## config.mk

```make
export PLATFORM = sky130hd
export DESIGN_NAME = opm_output_protection_manager
export DESIGN_NICKNAME = d
export VERILOG_FILES = /design/src/verilog/opm_pkg.sv /design/src/verilog/opm_output_protection_manager.sv
export VERILOG_INCLUDE_DIRS = /design/src /design/src/verilog
export SDC_FILE = /design/constraint.sdc
export NUM_CORES = 1
export LEC_CHECK = 0
export ABC_AREA = 1
export BUFFER_PORTS_ARGS = -buffer_cell sky130_fd_sc_hd__buf_2
export CORE_UTILIZATION = 56
export CTS_CLUSTER_SIZE = 25
export DETAILED_ROUTE_END_ITERATION = 10
export PLACE_DENSITY_LB_ADDON = 0.15
export REMOVE_ABC_BUFFERS = 1
export SYNTH_ARGS = -nofsm -noshare
export SYNTH_HDL_FRONTEND = slang
export SYNTH_SLANG_ARGS = --single-unit
```

## constraint.sdc

```tcl
create_clock -name clk_sys -period 2 [get_ports clk_sys]
set_input_delay 0.3 -clock clk_sys [delete_from_list [all_inputs] [get_ports clk_sys]]
set_output_delay 0.3 -clock clk_sys [all_outputs]
set_load 0.005 [all_outputs]
```

## src/verilog/opm_defs.svh

```systemverilog
`ifndef OPM_DEFS_SVH
`define OPM_DEFS_SVH
// Temperature thresholds in degrees C, sensor codes are integer degrees.
`define OPM_TEMP_WARN_SET   8'd120
`define OPM_TEMP_WARN_CLR   8'd117
`define OPM_TEMP_FAULT_SET  8'd120
`define OPM_TEMP_RESTART    8'd110
// Fault latch configuration field positions.
`define OPM_FLC_TRACK_EN    7
`define OPM_FLC_TRACK_LAT   5
`define OPM_FLC_HEAT_LAT    4
`define OPM_FLC_OC_LAT      3
`define OPM_FLC_UV_LAT      2
`define OPM_FLC_OV_LAT      1
`define OPM_FLC_RESET       8'h83
// Fault spread configuration field positions.
`define OPM_FSC_TEMP_MSG    7
`define OPM_FSC_PG_MSG      6
`define OPM_FSC_TRACK_PROP  5
`define OPM_FSC_HEAT_PROP   4
`define OPM_FSC_OC_PROP     3
`define OPM_FSC_UV_PROP     2
`define OPM_FSC_RESET       8'h3C
// Current limit configuration temperature compensation bit.
`define OPM_CLC_TCOMP_EN    4
// Protection flag word bit positions, active low flags.
`define OPM_FLG_TEMP        0
`define OPM_FLG_PG          1
`define OPM_FLG_OC          2
`define OPM_FLG_UV          3
`define OPM_FLG_HEAT        4
`define OPM_FLG_TRACK       5
`define OPM_FLG_OV          6
`define OPM_FLG_RESET       7'h7F
// Retry interval 130 ms at 100 MHz.
`define OPM_RETRY_MS        130
`define OPM_CLK_MHZ         100
`define OPM_RETRY_CYC       (`OPM_RETRY_MS * 1000 * `OPM_CLK_MHZ)
`endif

```

## src/verilog/opm_pkg.sv

```systemverilog
package opm_pkg;
	typedef enum logic [3:0] {
		OPM_OFF  = 4'b0001,
		OPM_RUN  = 4'b0010,
		OPM_TRIP = 4'b0100,
		OPM_WAIT = 4'b1000
	} opm_state_type;
	typedef enum logic [1:0] {
		OPM_SD_NONE    = 2'b00,
		OPM_SD_RAMPED  = 2'b01,
		OPM_SD_FAST    = 2'b10,
		OPM_SD_CROWBAR = 2'b11
	} opm_shutdown_type;
endpackage : opm_pkg

```

## src/verilog/opm_output_protection_manager.sv

```systemverilog
`timescale 1ns/1ps
`include "opm_defs.svh"
module opm_output_protection_manager #(
	parameter int unsigned RETRY_CYC = `OPM_RETRY_CYC
) (
	// Clock and reset.
	input  wire logic                      clk_sys,
	input  wire logic                      rst_b,
	// Configuration.
	input  wire logic [7:0]                fault_latch_config,
	input  wire logic [7:0]                fault_spread_config,
	input  wire logic [7:0]                current_limit_config,
	// Converter status and commands.
	input  wire logic                      turn_on_cmd,
	input  wire logic                      steady_state,
	input  wire logic                      ramping_up,
	input  wire logic                      flag_clear,
	// Analog comparators, asynchronous to the clock.
	input  wire logic                      above_prebias_cmp,
	input  wire logic                      pg_high_cmp,
	input  wire logic                      pg_low_cmp,
	input  wire logic                      uv_cmp,
	input  wire logic                      ov_cmp,
	input  wire logic                      track_err_cmp,
	input  wire logic [7:0]                temp_deg,
	// Good output pin, open drain.
	input  wire logic                      good_output_pin_in,
	output logic                           good_output_pin_out,
	output logic                           good_output_pin_oe_b,
	// Group fault line, open drain.
	output logic                           group_fault_out,
	output logic                           group_fault_oe_b,
	// Power stage control and reporting.
	output logic                           output_enable,
	output opm_pkg::opm_shutdown_type      shutdown_style,
	output logic                           tcomp_enable,
	output logic                           power_manager_msg,
	output logic [6:0]                     protection_flag_word
);
	import opm_pkg::*;

	// ****************************************************************
	// Input synchronisers
	// ****************************************************************
	logic [6:0] cmp_s1_r;
	logic [6:0] cmp_s2_r;
	logic [7:0] temp_s1_r;
	logic [7:0] temp_s2_r;
	logic       pin_s1_r;
	logic       pin_s2_r;

	// Two stages so no decision sees a metastable level; the multi-bit
	// temperature code is assumed to change slowly relative to the clock.
	always_ff @(posedge clk_sys or negedge rst_b) begin
		if (!rst_b) begin
			cmp_s1_r  <= 7'h00;
			cmp_s2_r  <= 7'h00;
			temp_s1_r <= 8'h00;
			temp_s2_r <= 8'h00;
			pin_s1_r  <= 1'b1;
			pin_s2_r  <= 1'b1;
		end else begin
			cmp_s1_r  <= {above_prebias_cmp, pg_high_cmp, pg_low_cmp, uv_cmp,
				ov_cmp, track_err_cmp, 1'b0};
			cmp_s2_r  <= cmp_s1_r;
			temp_s1_r <= temp_deg;
			temp_s2_r <= temp_s1_r;
			pin_s1_r  <= good_output_pin_in;
			pin_s2_r  <= pin_s1_r;
		end
	end

	logic above_pb;
	logic pg_hi;
	logic pg_lo;
	logic uv_s;
	logic ov_s;
	logic trk_s;
	// Comparator thresholds (110%, 90/95%, 110-130% clamped to 1.0V) are
	// set in the analog front end from the protection configuration.
	assign above_pb = cmp_s2_r[6];
	assign pg_hi    = cmp_s2_r[5];
	assign pg_lo    = cmp_s2_r[4];
	assign uv_s     = cmp_s2_r[3];
	assign ov_s     = cmp_s2_r[2];
	assign trk_s    = cmp_s2_r[1];

	// Compensation is a pass-through to the current limit.
	assign tcomp_enable = current_limit_config[`OPM_CLC_TCOMP_EN];

	// ****************************************************************
	// Warnings
	// ****************************************************************
	logic temp_warn_r;
	logic pg_warn_r;
	logic in_window;
	logic [1:0] steady_hist_r;
	logic [1:0] oe_hist_r;
	logic settled;

	always_ff @(posedge clk_sys or negedge rst_b) begin
		if (!rst_b) begin
			temp_warn_r <= 1'b0;
		end else if (temp_s2_r > `OPM_TEMP_WARN_SET) begin
			temp_warn_r <= 1'b1;
		end else if (temp_s2_r < `OPM_TEMP_WARN_CLR) begin
			temp_warn_r <= 1'b0;
		end
	end

	assign in_window = !pg_hi && !pg_lo;
	assign settled   = steady_state && steady_hist_r == 2'h3;

	// Pin low outside steady state; an outside low counts once our release is seen.
	always_ff @(posedge clk_sys or negedge rst_b) begin
		if (!rst_b) begin
			pg_warn_r     <= 1'b0;
			steady_hist_r <= 2'h0;
			oe_hist_r     <= 2'h0;
		end else begin
			steady_hist_r <= {steady_hist_r[0], steady_state};
			oe_hist_r     <= {oe_hist_r[0], good_output_pin_oe_b};
			pg_warn_r     <= settled && (!in_window
				|| (oe_hist_r == 2'h3 && !pin_s2_r));
		end
	end

	assign good_output_pin_out  = 1'b0;
	// Release only once settled, so stale window results never let the pin float high.
	assign good_output_pin_oe_b = settled && in_window;

	// ****************************************************************
	// Faults and error
	// ****************************************************************
	opm_state_type state_r;
	opm_state_type state_nxt;
	logic [6:0]    flags_r;
	logic          oc_trip;
	logic          uv_trip;
	logic          heat_trip;
	logic          trk_trip;
	logic          ov_trip;
	logic          any_trip;
	logic          latched;
	logic          cond_gone;
	logic [31:0]   retry_cnt_r;
	logic          retry_done;
	logic          on_d_r;

	assign oc_trip   = state_r == OPM_RUN && above_pb && uv_s && !steady_state;
	assign uv_trip   = state_r == OPM_RUN && steady_state && uv_s && !oc_trip;
	assign heat_trip = state_r == OPM_RUN && temp_s2_r > `OPM_TEMP_FAULT_SET;
	assign trk_trip  = state_r == OPM_RUN && ramping_up && trk_s
		&& fault_latch_config[`OPM_FLC_TRACK_EN];
	assign ov_trip   = state_r == OPM_RUN && above_pb && ov_s;
	assign any_trip  = oc_trip || uv_trip || heat_trip || trk_trip || ov_trip;

	// Hardware trips win over a software clear in the same cycle.
	always_ff @(posedge clk_sys or negedge rst_b) begin
		if (!rst_b) begin
			flags_r <= `OPM_FLG_RESET;
		end else begin
			flags_r[`OPM_FLG_OC]    <= !oc_trip && (flags_r[`OPM_FLG_OC] || flag_clear);
			flags_r[`OPM_FLG_UV]    <= !uv_trip && (flags_r[`OPM_FLG_UV] || flag_clear);
			flags_r[`OPM_FLG_HEAT]  <= !heat_trip && (flags_r[`OPM_FLG_HEAT] || flag_clear);
			flags_r[`OPM_FLG_TRACK] <= !trk_trip && (flags_r[`OPM_FLG_TRACK] || flag_clear);
			flags_r[`OPM_FLG_OV]    <= !ov_trip && (flags_r[`OPM_FLG_OV] || flag_clear);
			flags_r[`OPM_FLG_TEMP]  <= !temp_warn_r;
			flags_r[`OPM_FLG_PG]    <= !pg_warn_r;
		end
	end
	assign protection_flag_word = flags_r;

	// Latching if any tripped fault is configured so.
	assign latched = (!flags_r[`OPM_FLG_OC] && fault_latch_config[`OPM_FLC_OC_LAT])
		|| (!flags_r[`OPM_FLG_UV] && fault_latch_config[`OPM_FLC_UV_LAT])
		|| (!flags_r[`OPM_FLG_HEAT] && fault_latch_config[`OPM_FLC_HEAT_LAT])
		|| (!flags_r[`OPM_FLG_TRACK] && fault_latch_config[`OPM_FLC_TRACK_LAT])
		|| (!flags_r[`OPM_FLG_OV] && fault_latch_config[`OPM_FLC_OV_LAT]);
	// Heat condition counts as gone only below the restart level.
	assign cond_gone  = (temp_s2_r < `OPM_TEMP_RESTART) && !ov_s;
	assign retry_done = retry_cnt_r >= RETRY_CYC;

	// ****************************************************************
	// Turn-on and retry sequencing
	// ****************************************************************
	always_comb begin
		state_nxt = state_r;
		case (state_r)
			OPM_OFF: begin
				if (turn_on_cmd && !on_d_r) begin
					state_nxt = OPM_RUN;
				end
			end
			OPM_RUN: begin
				if (!turn_on_cmd) begin
					state_nxt = OPM_OFF;
				end else if (any_trip) begin
					state_nxt = OPM_TRIP;
				end
			end
			OPM_TRIP: begin
				state_nxt = OPM_WAIT;
			end
			OPM_WAIT: begin
				if (!turn_on_cmd) begin
					state_nxt = OPM_OFF;
				end else if (retry_done && cond_gone && (!latched || flag_clear)) begin
					state_nxt = OPM_RUN;
				end
			end
			default: begin
				state_nxt = OPM_OFF;
			end
		endcase
	end

	always_ff @(posedge clk_sys or negedge rst_b) begin
		if (!rst_b) begin
			state_r <= OPM_OFF;
			on_d_r  <= 1'b0;
		end else begin
			state_r <= state_nxt;
			on_d_r  <= turn_on_cmd && state_r != OPM_OFF;
		end
	end

	// Hiccup timer runs only while waiting after a trip.
	always_ff @(posedge clk_sys or negedge rst_b) begin
		if (!rst_b) begin
			retry_cnt_r <= 32'h0000_0000;
		end else if (state_r != OPM_WAIT) begin
			retry_cnt_r <= 32'h0000_0000;
		end else if (!retry_done) begin
			retry_cnt_r <= retry_cnt_r + 32'h0000_0001;
		end
	end

	// ****************************************************************
	// Outputs toward power stage and manager
	// ****************************************************************
	opm_shutdown_type style_r;
	logic             prop_r;
	logic             msg_r;

	always_ff @(posedge clk_sys or negedge rst_b) begin
		if (!rst_b) begin
			style_r <= OPM_SD_NONE;
		end else if (state_r == OPM_RUN && any_trip) begin
			if (ov_trip)                  style_r <= OPM_SD_CROWBAR;
			else if (oc_trip || trk_trip) style_r <= OPM_SD_FAST;
			else                          style_r <= OPM_SD_RAMPED;
		end else if (state_r == OPM_RUN) begin
			style_r <= OPM_SD_NONE;
		end
	end

	always_ff @(posedge clk_sys or negedge rst_b) begin
		if (!rst_b) begin
			prop_r <= 1'b0;
			msg_r  <= 1'b0;
		end else begin
			prop_r <= (!flags_r[`OPM_FLG_TRACK] && fault_spread_config[`OPM_FSC_TRACK_PROP])
				|| (!flags_r[`OPM_FLG_HEAT] && fault_spread_config[`OPM_FSC_HEAT_PROP])
				|| (!flags_r[`OPM_FLG_OC] && fault_spread_config[`OPM_FSC_OC_PROP])
				|| (!flags_r[`OPM_FLG_UV] && fault_spread_config[`OPM_FSC_UV_PROP])
				|| !flags_r[`OPM_FLG_OV];
			msg_r  <= (temp_warn_r && fault_spread_config[`OPM_FSC_TEMP_MSG])
				|| (pg_warn_r && fault_spread_config[`OPM_FSC_PG_MSG]);
		end
	end

	// Warnings feed only flags and messages, never output_enable.
	assign output_enable     = state_r == OPM_RUN;
	assign shutdown_style    = style_r;
	assign group_fault_out   = 1'b0;
	assign group_fault_oe_b  = !prop_r;
	assign power_manager_msg = msg_r;
endmodule : opm_output_protection_manager

```

# Yosys cells after proc, flatten, opt, wreduce, memory -nomap -nowiden
# Index checks and enable logic that the tools add are counted.
classes:
  add_sub_neg: 1
  order_cmp: 4
  n_eq_ne: 12
  muxes: 14
  reduce_logical: 83
op_table:
  columns: ["operator", "count"]
  rows:
  - ["32-bit two-way mux", 2]
  - ["1-bit logical AND", 38]
  - ["32-bit by 1-bit adder with 32-bit output (second input constant)", 1]
  - ["32-bit by 24-bit greater-or-equal comparator with 1-bit output (second input constant)", 1]
  - ["1-bit zero test", 21]
  - ["1-bit logical OR", 21]
  - ["4-bit two-way mux", 5]
  - ["8-bit by 7-bit less-than comparator with 1-bit output (second input constant)", 2]
  - ["4-bit case mux with 4 select lines", 1]
  - ["8-bit by 7-bit greater-than comparator with 1-bit output (second input constant)", 1]
  - ["2-bit two-way mux", 4]
  - ["2-bit equality test (second input constant)", 2]
  - ["4-bit by 1-bit equality test with 1-bit output (second input constant)", 1]
  - ["4-bit by 2-bit equality test with 1-bit output (second input constant)", 1]
  - ["4-bit by 3-bit equality test with 1-bit output (second input constant)", 1]
  - ["4-bit equality test (second input constant)", 1]
  - ["4-bit by 1-bit inequality test with 1-bit output (second input constant)", 1]
  - ["4-bit inequality test (second input constant)", 1]
  - ["2-bit nonzero test", 2]
  - ["3-bit by 2-bit inequality test with 1-bit output (second input constant)", 1]
  - ["3-bit inequality test (second input constant)", 1]
  - ["3-bit AND reduction", 1]
  - ["1-bit two-way mux", 2]
  - ["2-bit by 1-bit inequality test with 1-bit output (second input constant)", 1]
  - ["2-bit inequality test (second input constant)", 1]
word_totals:
  register_bits: 84
  in_bits: 45
  out_inout_bits: 16
  word_cells: 131

# Longest topological paths before layout
# Gate-level depths: netlist of the first run.
logic_depth:
  depth_word: 13
  depth_mapped: 14
  ltp_nobuf: 13

# Worst setup path before layout of the first run
# No wires, ideal clock.
synth_path:
  path_kind: "reg-to-reg"
  startpoint: "reg retry_cnt_r[0]"
  endpoint: "reg retry_cnt_r[20]"
  setup_ns: 0.071
  arrival_ns: 1.381
  required_ns: 1.929
  slack_ns: 0.548
  path_stages_with_launch: 10
  n_path_buf: 0
  synth_period_minus_slack_ns: 1.452
  cell_sequence: "dfrtp_1 ha_1 nand2_1 nor2_4 nand2_2 nor3_2 nand3_1 o21ai_0 nand2_1 nor2_1"
synth_between:
  elab_chain_len: 3
  word_cells_on_any_way: 5
  classes_between: "add/sub: 1; order compare: 1; eq/ne: 1; mux: 2"
synth_rtl:
  columns: ["element", "line", "source"]
  rows:
  - ["start: declaration", "opm_output_protection_manager.sv:146", "logic [31:0] retry_cnt_r;"]
  - ["start signal: assignment", "opm_output_protection_manager.sv:235", "retry_cnt_r <= retry_cnt_r + 32'h0000_0001;"]
  - ["32-bit by 1-bit adder with 32-bit output", "opm_output_protection_manager.sv:235", null]
  - ["32-bit two-way mux", "opm_output_protection_manager.sv:234", "end else if (!retry_done) begin"]
  - ["32-bit two-way mux", "opm_output_protection_manager.sv:232", "end else if (state_r != OPM_WAIT) begin"]
# Parallel ways exist; a longest one is shown, timed or not. The select of a mux whose other input is x is not followed.
# A chain may end at the register's enable or synchronous reset.

# Worst setup path after layout of the first run
layout_path:
  startpoint: "reg retry_cnt_r[11]"
  endpoint: "reg retry_cnt_r[7]"
layout_between:
  elab_chain_len: 2
layout_rtl:
  columns: ["element", "line", "source"]
  rows:
  - ["32-bit by 24-bit greater-or-equal comparator with 1-bit output", "opm_output_protection_manager.sv:182", "assign retry_done = retry_cnt_r >= RETRY_CYC;"]
  - ["2-bit by 1-bit inequality test with 1-bit output (no line)", null, null]
# Every way passes these cells.

==> results of run 1 <==
==> cell usage in the layout, fill, tap and decap left out, drive strengths merged <==
cell type and count:
nor4 1, a22oi 1, clkbuf 10, buf 54
nand2 90, nor3 16, o21a 2, bufinv 1
clkinv 2, nand3b 2, dfrtp 74, a22o 1
a21oi 8, dfstp 10, xor2 3, clkinvlp 1
inv 68, o21ai 26, ha 2, nand4 19
conb 2, nor2 64, dlygate4sd3 1, o211ai 1
nand3 37
==> power groups by stage <==
stage	logic, W	clock network (W)	registers [W]
3_5_place_dp	0.000430	0	0.00192
4_1_cts	0.000433	0.00127	0.00189
3_3_place_gp	0.000419	0	0.00192
2_1_floorplan	0.000251	0	0.00192
5_1_grt	0.000489	0.00134	0.00190
6_report	0.000427	0.00123	0.00189
==> worst paths after layout <==
check / depth (start not counted) / slack (ns) / startpoint / end
worst min register to register: 0 / 0.35 / temp_s1_r[7]$_DFF_PN0_ / temp_s2_r[7]$_DFF_PN0_
min in group asynchronous: 2 / 0.40 / rst_b / prop_r$_DFF_PN0_
worst min-delay path: 1 / 0.04 / good_output_pin_in / pin_s1_r$_DFF_PN1_
worst max register to register: 9 / 0.25 / retry_cnt_r[11]$_DFFE_PN0P_ / retry_cnt_r[7]$_DFFE_PN0P_
max in group asynchronous: 3 / 1.00 / rst_b / state_r[0]$_DFFE_PN1P_
worst max-delay path: 9 / 0.25 / retry_cnt_r[11]$_DFFE_PN0P_ / retry_cnt_r[7]$_DFFE_PN0P_
==> worst max-delay path, delay by kind of cell (launching register included) <==
family	cells	cell delay, ns
simple gates	7	0.72
buf+inv	1	0.23
flops	1	0.52
compound gates	1	0.19
==> layout make-up <==
| class | count | area [sq um] | area share [%] |
|---|---|---|---|
| timing repair buffer | 55 | 318 | 7.33 |
| clock buffer | 10 | 138 | 3.17 |
| sequential | 84 | 2110 | 48.8 |
| tap | 77 | 96.3 | 2.22 |
| inverter | 66 | 248 | 5.71 |
| clock inverter | 6 | 71.3 | 1.64 |
| multi-input combinational | 275 | 1350 | 31.2 |
==> kinds of logic (layout without fill, tap and decap cells) <==
family                   Yosys count  after routing  synth area share (%)
other                              1              2                0.0984
AND/OR/NAND/NOR                  229            229                  28.2
AO/OA/AOI/OAI                     39             39                  5.68
buffers and inverters             78            137                  9.16
XOR/XNOR                           3              3                 0.690
flip-flops                        84             84                  55.5
adder cells (fa/ha/maj)            2              2                 0.656
==> flip-flops by register name, indices dropped and copies added, names as in the netlist, 2 cells and up <==
name / count
oe_hist_r: 2
cmp_s1_r: 6
state_r: 4
retry_cnt_r: 32
temp_s1_r: 8
cmp_s2_r: 6
steady_hist_r: 2
protection_flag_word: 7
shutdown_style: 2
temp_s2_r: 8
==> layer usage <==
metal | GRT usage, % | vias up | routed length (um)
li1 | - | 1494 | -
met1 | 31.2 | 1363 | 3330
met2 | 34.3 | 108 | 3340
met3 | 4.82 | 7 | 416
met4 | 9.86 | 0 | 72
met5 | 0 | - | 0
==> stage by stage <==
stage	setup WS [ns]	cell area [sq um]
final	0.252	4340
after global routing	0.0229	4340
after CTS	0.280	4340
after detailed placement	0.307	4120
after global placement	0.361	4120
after floorplan	0.255	3710
==> metrics.cfg, run 1 <==
[final_layout]
final_core_util_pct=67.1
drive_gt1_share_pct=21.6
nets=538
nFillCells=524
final_cells=573
diodes=0
area_growth_pct=13.8

[logic_synthesis]
synth.most_common_cell=nand2_1
ys_seq_area_share_pct=55.5
yosys-top-cells-count=nand2_1, dfrtp_1, inv_1, nor2_1, nand3_1
syn-cell-area_sq_um=3810
ys_types=34
synthTopCellsByArea=dfrtp_1, nand2_1, dfstp_2
synth_seq_cells=84
syn_area_per_cell_sq_um=8.74
ys_warn_count=0
synth_edf_count=0
synth-async-reset-ratio_pct=100
synth_cells=436
synth_ff_type=dfrtp_1
synth_top_area_share_pct=48.6
synth_top_cell_by_area=dfrtp_1

[timing]
setup_tns_ns=0
skew_ns=0.00710
rsz0062_at_grt=no
setup_viol_count_final=0
final-max-slew-violation-count=0
max_freq_mhz=572
finalCriticalPeriod_ns=1.75
min_period_over_period_pct=87.4
final-hold-violation-count=0
whs_ns=0.0415

[pwr]
power_w=0.00355
pwr-share-comb_pct=12.0
p_switching_w=0.000913
clock_power_share_pct=34.7
switching_share_pct=25.8
peakVddDrop_mv=0.595
leakage_nw=2.05
power_density_nw_per_um2=818
p_int_w=0.00263
p_seq_share_pct=53.2

[clock_tree]
cts.sinks=84
cts_buffers=9
clkTransAtPathRegs_ns=0.08
hold_buffers=1
post_cts_buffers=0
cts_tree=done
cts-root-buf=clkbuf_8
htreeDepth=3
cts_resized=0
cts_buffer_depth=2
clock_latency_ns=0.35

[setup_path]
path_class=reg2reg
crit_path_start_kind=flip-flop
crit_required_ns=2.26
slowest_delay_ns=0.52
arrival_ns=2.01
cp_max_fo=7
worst_path_most_repeated_cell=nand2_1
critPathSlowestCell=dfrtp_1
crit_path_end_kind=flip-flop
worstPathCellList=nand2_2 > nor2_1 > nand3_1 > nand2_1 > nand2_1 > nand2_2 > nand2_1 > buf_4 > o21ai_0

[floorplan]
die_h_um=84.5
die_w_um=84.5
start_util_pct=59.0
ios=61
die-area_sq_um=7140
core_sq_um=6460
rows=29

[global_routing]
grt_max_degree=33
grt_pass1_vias=2812
grt_pass1_wl_um=12600
grt_use_total_pct=22.4
overflow=0
grt_antenna_before_repair=0

[detailed_routing]
drt-wirelength-per-cell_um=12.5
antenna_left=0
drtIter0Drc=207
via_count=2972
drt_first_pass_iters=8
drc=6
wl_um=7150
via_per_inst=5.19

[place]
dp.cells=556
place_congestion=0.916
io_buffers=45
dp_hpwl_um=5280

[status]
violations=DRC
status=finished with violations

[run]
max-cap-violations=0

[min_path]
hold_class=in2reg

(Power assumes the default switching activity.)
==> run 2, diff against run 1 <==
--- a/config.mk
+++ b/config.mk
@@ -8,7 +8,9 @@
 export LEC_CHECK = 0
 export ABC_AREA = 1
 export BUFFER_PORTS_ARGS = -buffer_cell sky130_fd_sc_hd__buf_2
-export CORE_UTILIZATION = 56
+export CORE_ASPECT_RATIO = 0.6
+export CORE_UTILIZATION = 58
+export CTS_BUF_LIST = sky130_fd_sc_hd__clkbuf_4
 export CTS_CLUSTER_SIZE = 25
 export DETAILED_ROUTE_END_ITERATION = 10
 export PLACE_DENSITY_LB_ADDON = 0.15
==> run 2 against run 1 <==
Against the previous run:
- the run now ends clean
- combinational power increased by 11%
- via count rose by 3.6%
- fmax decreased by 3.2%
- clock-buffer cell count down 1
- critical path depth shrank 5
- global-route usage is 4.7 points higher
==> metrics.cfg, run 2 (synthesis gave the netlist of run 1 again) <==
[status]
status=finished, final reports clean  ; was finished with violations

[final_layout]
largest_reg_flops=32  ; unchanged
area_growth_pct=16.4  ; was 13.8%
drive_gt1_share_pct=20.7  ; was 21.6%
final_cell_mix=nand2_1, dfrtp_1, inv_1, nor2_1, buf_2  ; unchanged
final_cells=595  ; was 573
largestRegisters=retry_cnt_r x32, temp_s1_r x8, temp_s2_r x8  ; unchanged
diodes=0  ; unchanged
nets=553  ; was 538
regMostFlops=retry_cnt_r  ; unchanged
final_core_util_pct=71.3  ; was 67.1%
layout_commonest_cell=nand2_1  ; unchanged

[detailed_routing]
drt_first_pass_iters=5  ; was 8
drt-wirelength-per-cell_um=13.7  ; was 12.5 um
drtIter0Drc=214  ; was 207
antenna_left=0  ; unchanged
wl_um=8120  ; was 7150 um
via_count=3078  ; was 2972
via_per_inst=5.17  ; was 5.19
drc=0  ; was 6

[global_routing]
grt_use_total_pct=27.1  ; was 22.4%
grt_pass1_vias=2972  ; was 2812
grt_max_degree=47  ; was 33
grt_antenna_before_repair=0  ; unchanged
grt_pass1_wl_um=14000  ; was 12600 um
overflow=0  ; unchanged

[setup_path]
crit_path_start_kind=flip-flop  ; unchanged
path_class=reg2out  ; was reg2reg
cp_max_fo=6  ; was 7
arrival_ns=1.50  ; was 2.01 ns
crit_path_end_kind=output port  ; was flip-flop
crit_required_ns=1.70  ; was 2.26 ns

[clock_tree]
cts.sinks=84  ; unchanged
clock_latency_ns=0.45  ; was 0.35 ns
cts_buffer_depth=2  ; unchanged
cts_resized=0  ; unchanged
hold_buffers=17  ; was 1
cts_buffers=9  ; unchanged
cts_tree=done  ; unchanged
cts-root-buf=clkbuf_4  ; was clkbuf_8
htreeDepth=3  ; unchanged
post_cts_buffers=0  ; unchanged
clkTransAtPathRegs_ns=0.14  ; was 0.08 ns

[place]
place_congestion=0.909  ; was 0.916
dp_hpwl_um=5850  ; was 5280 um
dp.cells=562  ; was 556
io_buffers=45  ; unchanged

[floorplan]
die_h_um=64.8  ; was 84.5 um
start_util_pct=61.3  ; was 59.0%
rows=22  ; was 29
ios=61  ; unchanged
core_sq_um=6220  ; was 6460 sq um
die-area_sq_um=6910  ; was 7140 sq um
die_w_um=107  ; was 84.5 um

[timing]
final-hold-violation-count=0  ; unchanged
setup_viol_count_final=0  ; unchanged
rsz0062_at_grt=no  ; unchanged
setup_tns_ns=0  ; unchanged
max_freq_mhz=554  ; was 572 MHz
min_period_over_period_pct=90.2  ; was 87.4%
skew_ns=0.0168  ; was 0.00710 ns
final-max-slew-violation-count=0  ; unchanged
tightestPinTransition_ns=0.571
slew_headroom_pct=61.9
finalCriticalPeriod_ns=1.80  ; was 1.75 ns

[pwr]
leakage_nw=2.09  ; was 2.05 nW
peakVddDrop_mv=0.556  ; was 0.595 mV
power_w=0.00335  ; was 0.00355 W
power_density_nw_per_um2=755  ; was 818 nW/um^2

[run]
max-cap-violations=0  ; unchanged

[min_path]
hold_class=in2reg  ; unchanged

## run 2: cell count changes in the layout (fill, tap and decap cells not counted), sizes merged
cell         change
dlygate4sd3     +16
inv              +1
clkbuf           -1
buf              -1
clkinvlp         -1
clkinv           +2
bufinv           -1
## run 2: report_power, final
part / leakage [nW] / internal (W) / switching, W
Sequential: 1.06 / 0.00183 / 0.0000586
Clock: 0.0785 / 0.000298 / 0.000681
Combinational: 0.954 / 0.000197 / 0.000278
## run 2: metal layers
| metal | GRT usage [%] | wire length (um) | share of wire [%] |
|---|---|---|---|
| met2 | 40.8 | 3560 | 44 |
| met3 | 6.24 | 485 | 6.0 |
| met4 | 6.85 | 81 | 1.0 |
| met1 | 39.9 | 4000 | 49 |
| met5 | 0 | 0 | 0 |
## run 2: final timing paths
check / startpoint / to / slack, ns / cells past startpoint
worst min-delay path: turn_on_cmd / state_r[0]$_DFFE_PN1P_ / 0.04 / 2
worst max register to register: retry_cnt_r[21]$_DFFE_PN0P_ / state_r[1]$_DFFE_PN0P_ / 0.20 / 12
worst min register to register: pin_s1_r$_DFF_PN1_ / pin_s2_r$_DFF_PN1_ / 0.37 / 0
worst max-delay path: state_r[2]$_DFFE_PN0P_ / output_enable / 0.20 / 4
min in group asynchronous: rst_b / cmp_s2_r[5]$_DFF_PN0_ / 0.39 / 2
max in group asynchronous: rst_b / state_r[0]$_DFFE_PN1P_ / 0.94 / 3
## run 2: per-stage QoR
step,hold WS [ns],setup slack (ns),cell area [sq um]
floorplan,0.00441,0.255,3710
CTS,0.0303,0.201,4440
detailed placement,0.335,0.239,4120
global route,0.0433,0.0414,4440
global placement,0.322,0.289,4120
finish,0.0405,0.195,4440
## run 2: cell type report
type | instances | area [sq um]
repair buffers | 70 | 470
clock inverters | 7 | 78.8
fillers | 475 | 1790
well taps | 84 | 105
multi-input cells | 275 | 1350
clock buffers | 9 | 67.6
flip-flops and latches | 84 | 2110
inverters | 66 | 248
## run 2: critical path, cell delays in order (launching register included)
cell	delay, ns
dfrtp_1	0.43
inv_1	0.08
nand2_1	0.07
nor2_2	0.29
buf_2	0.18
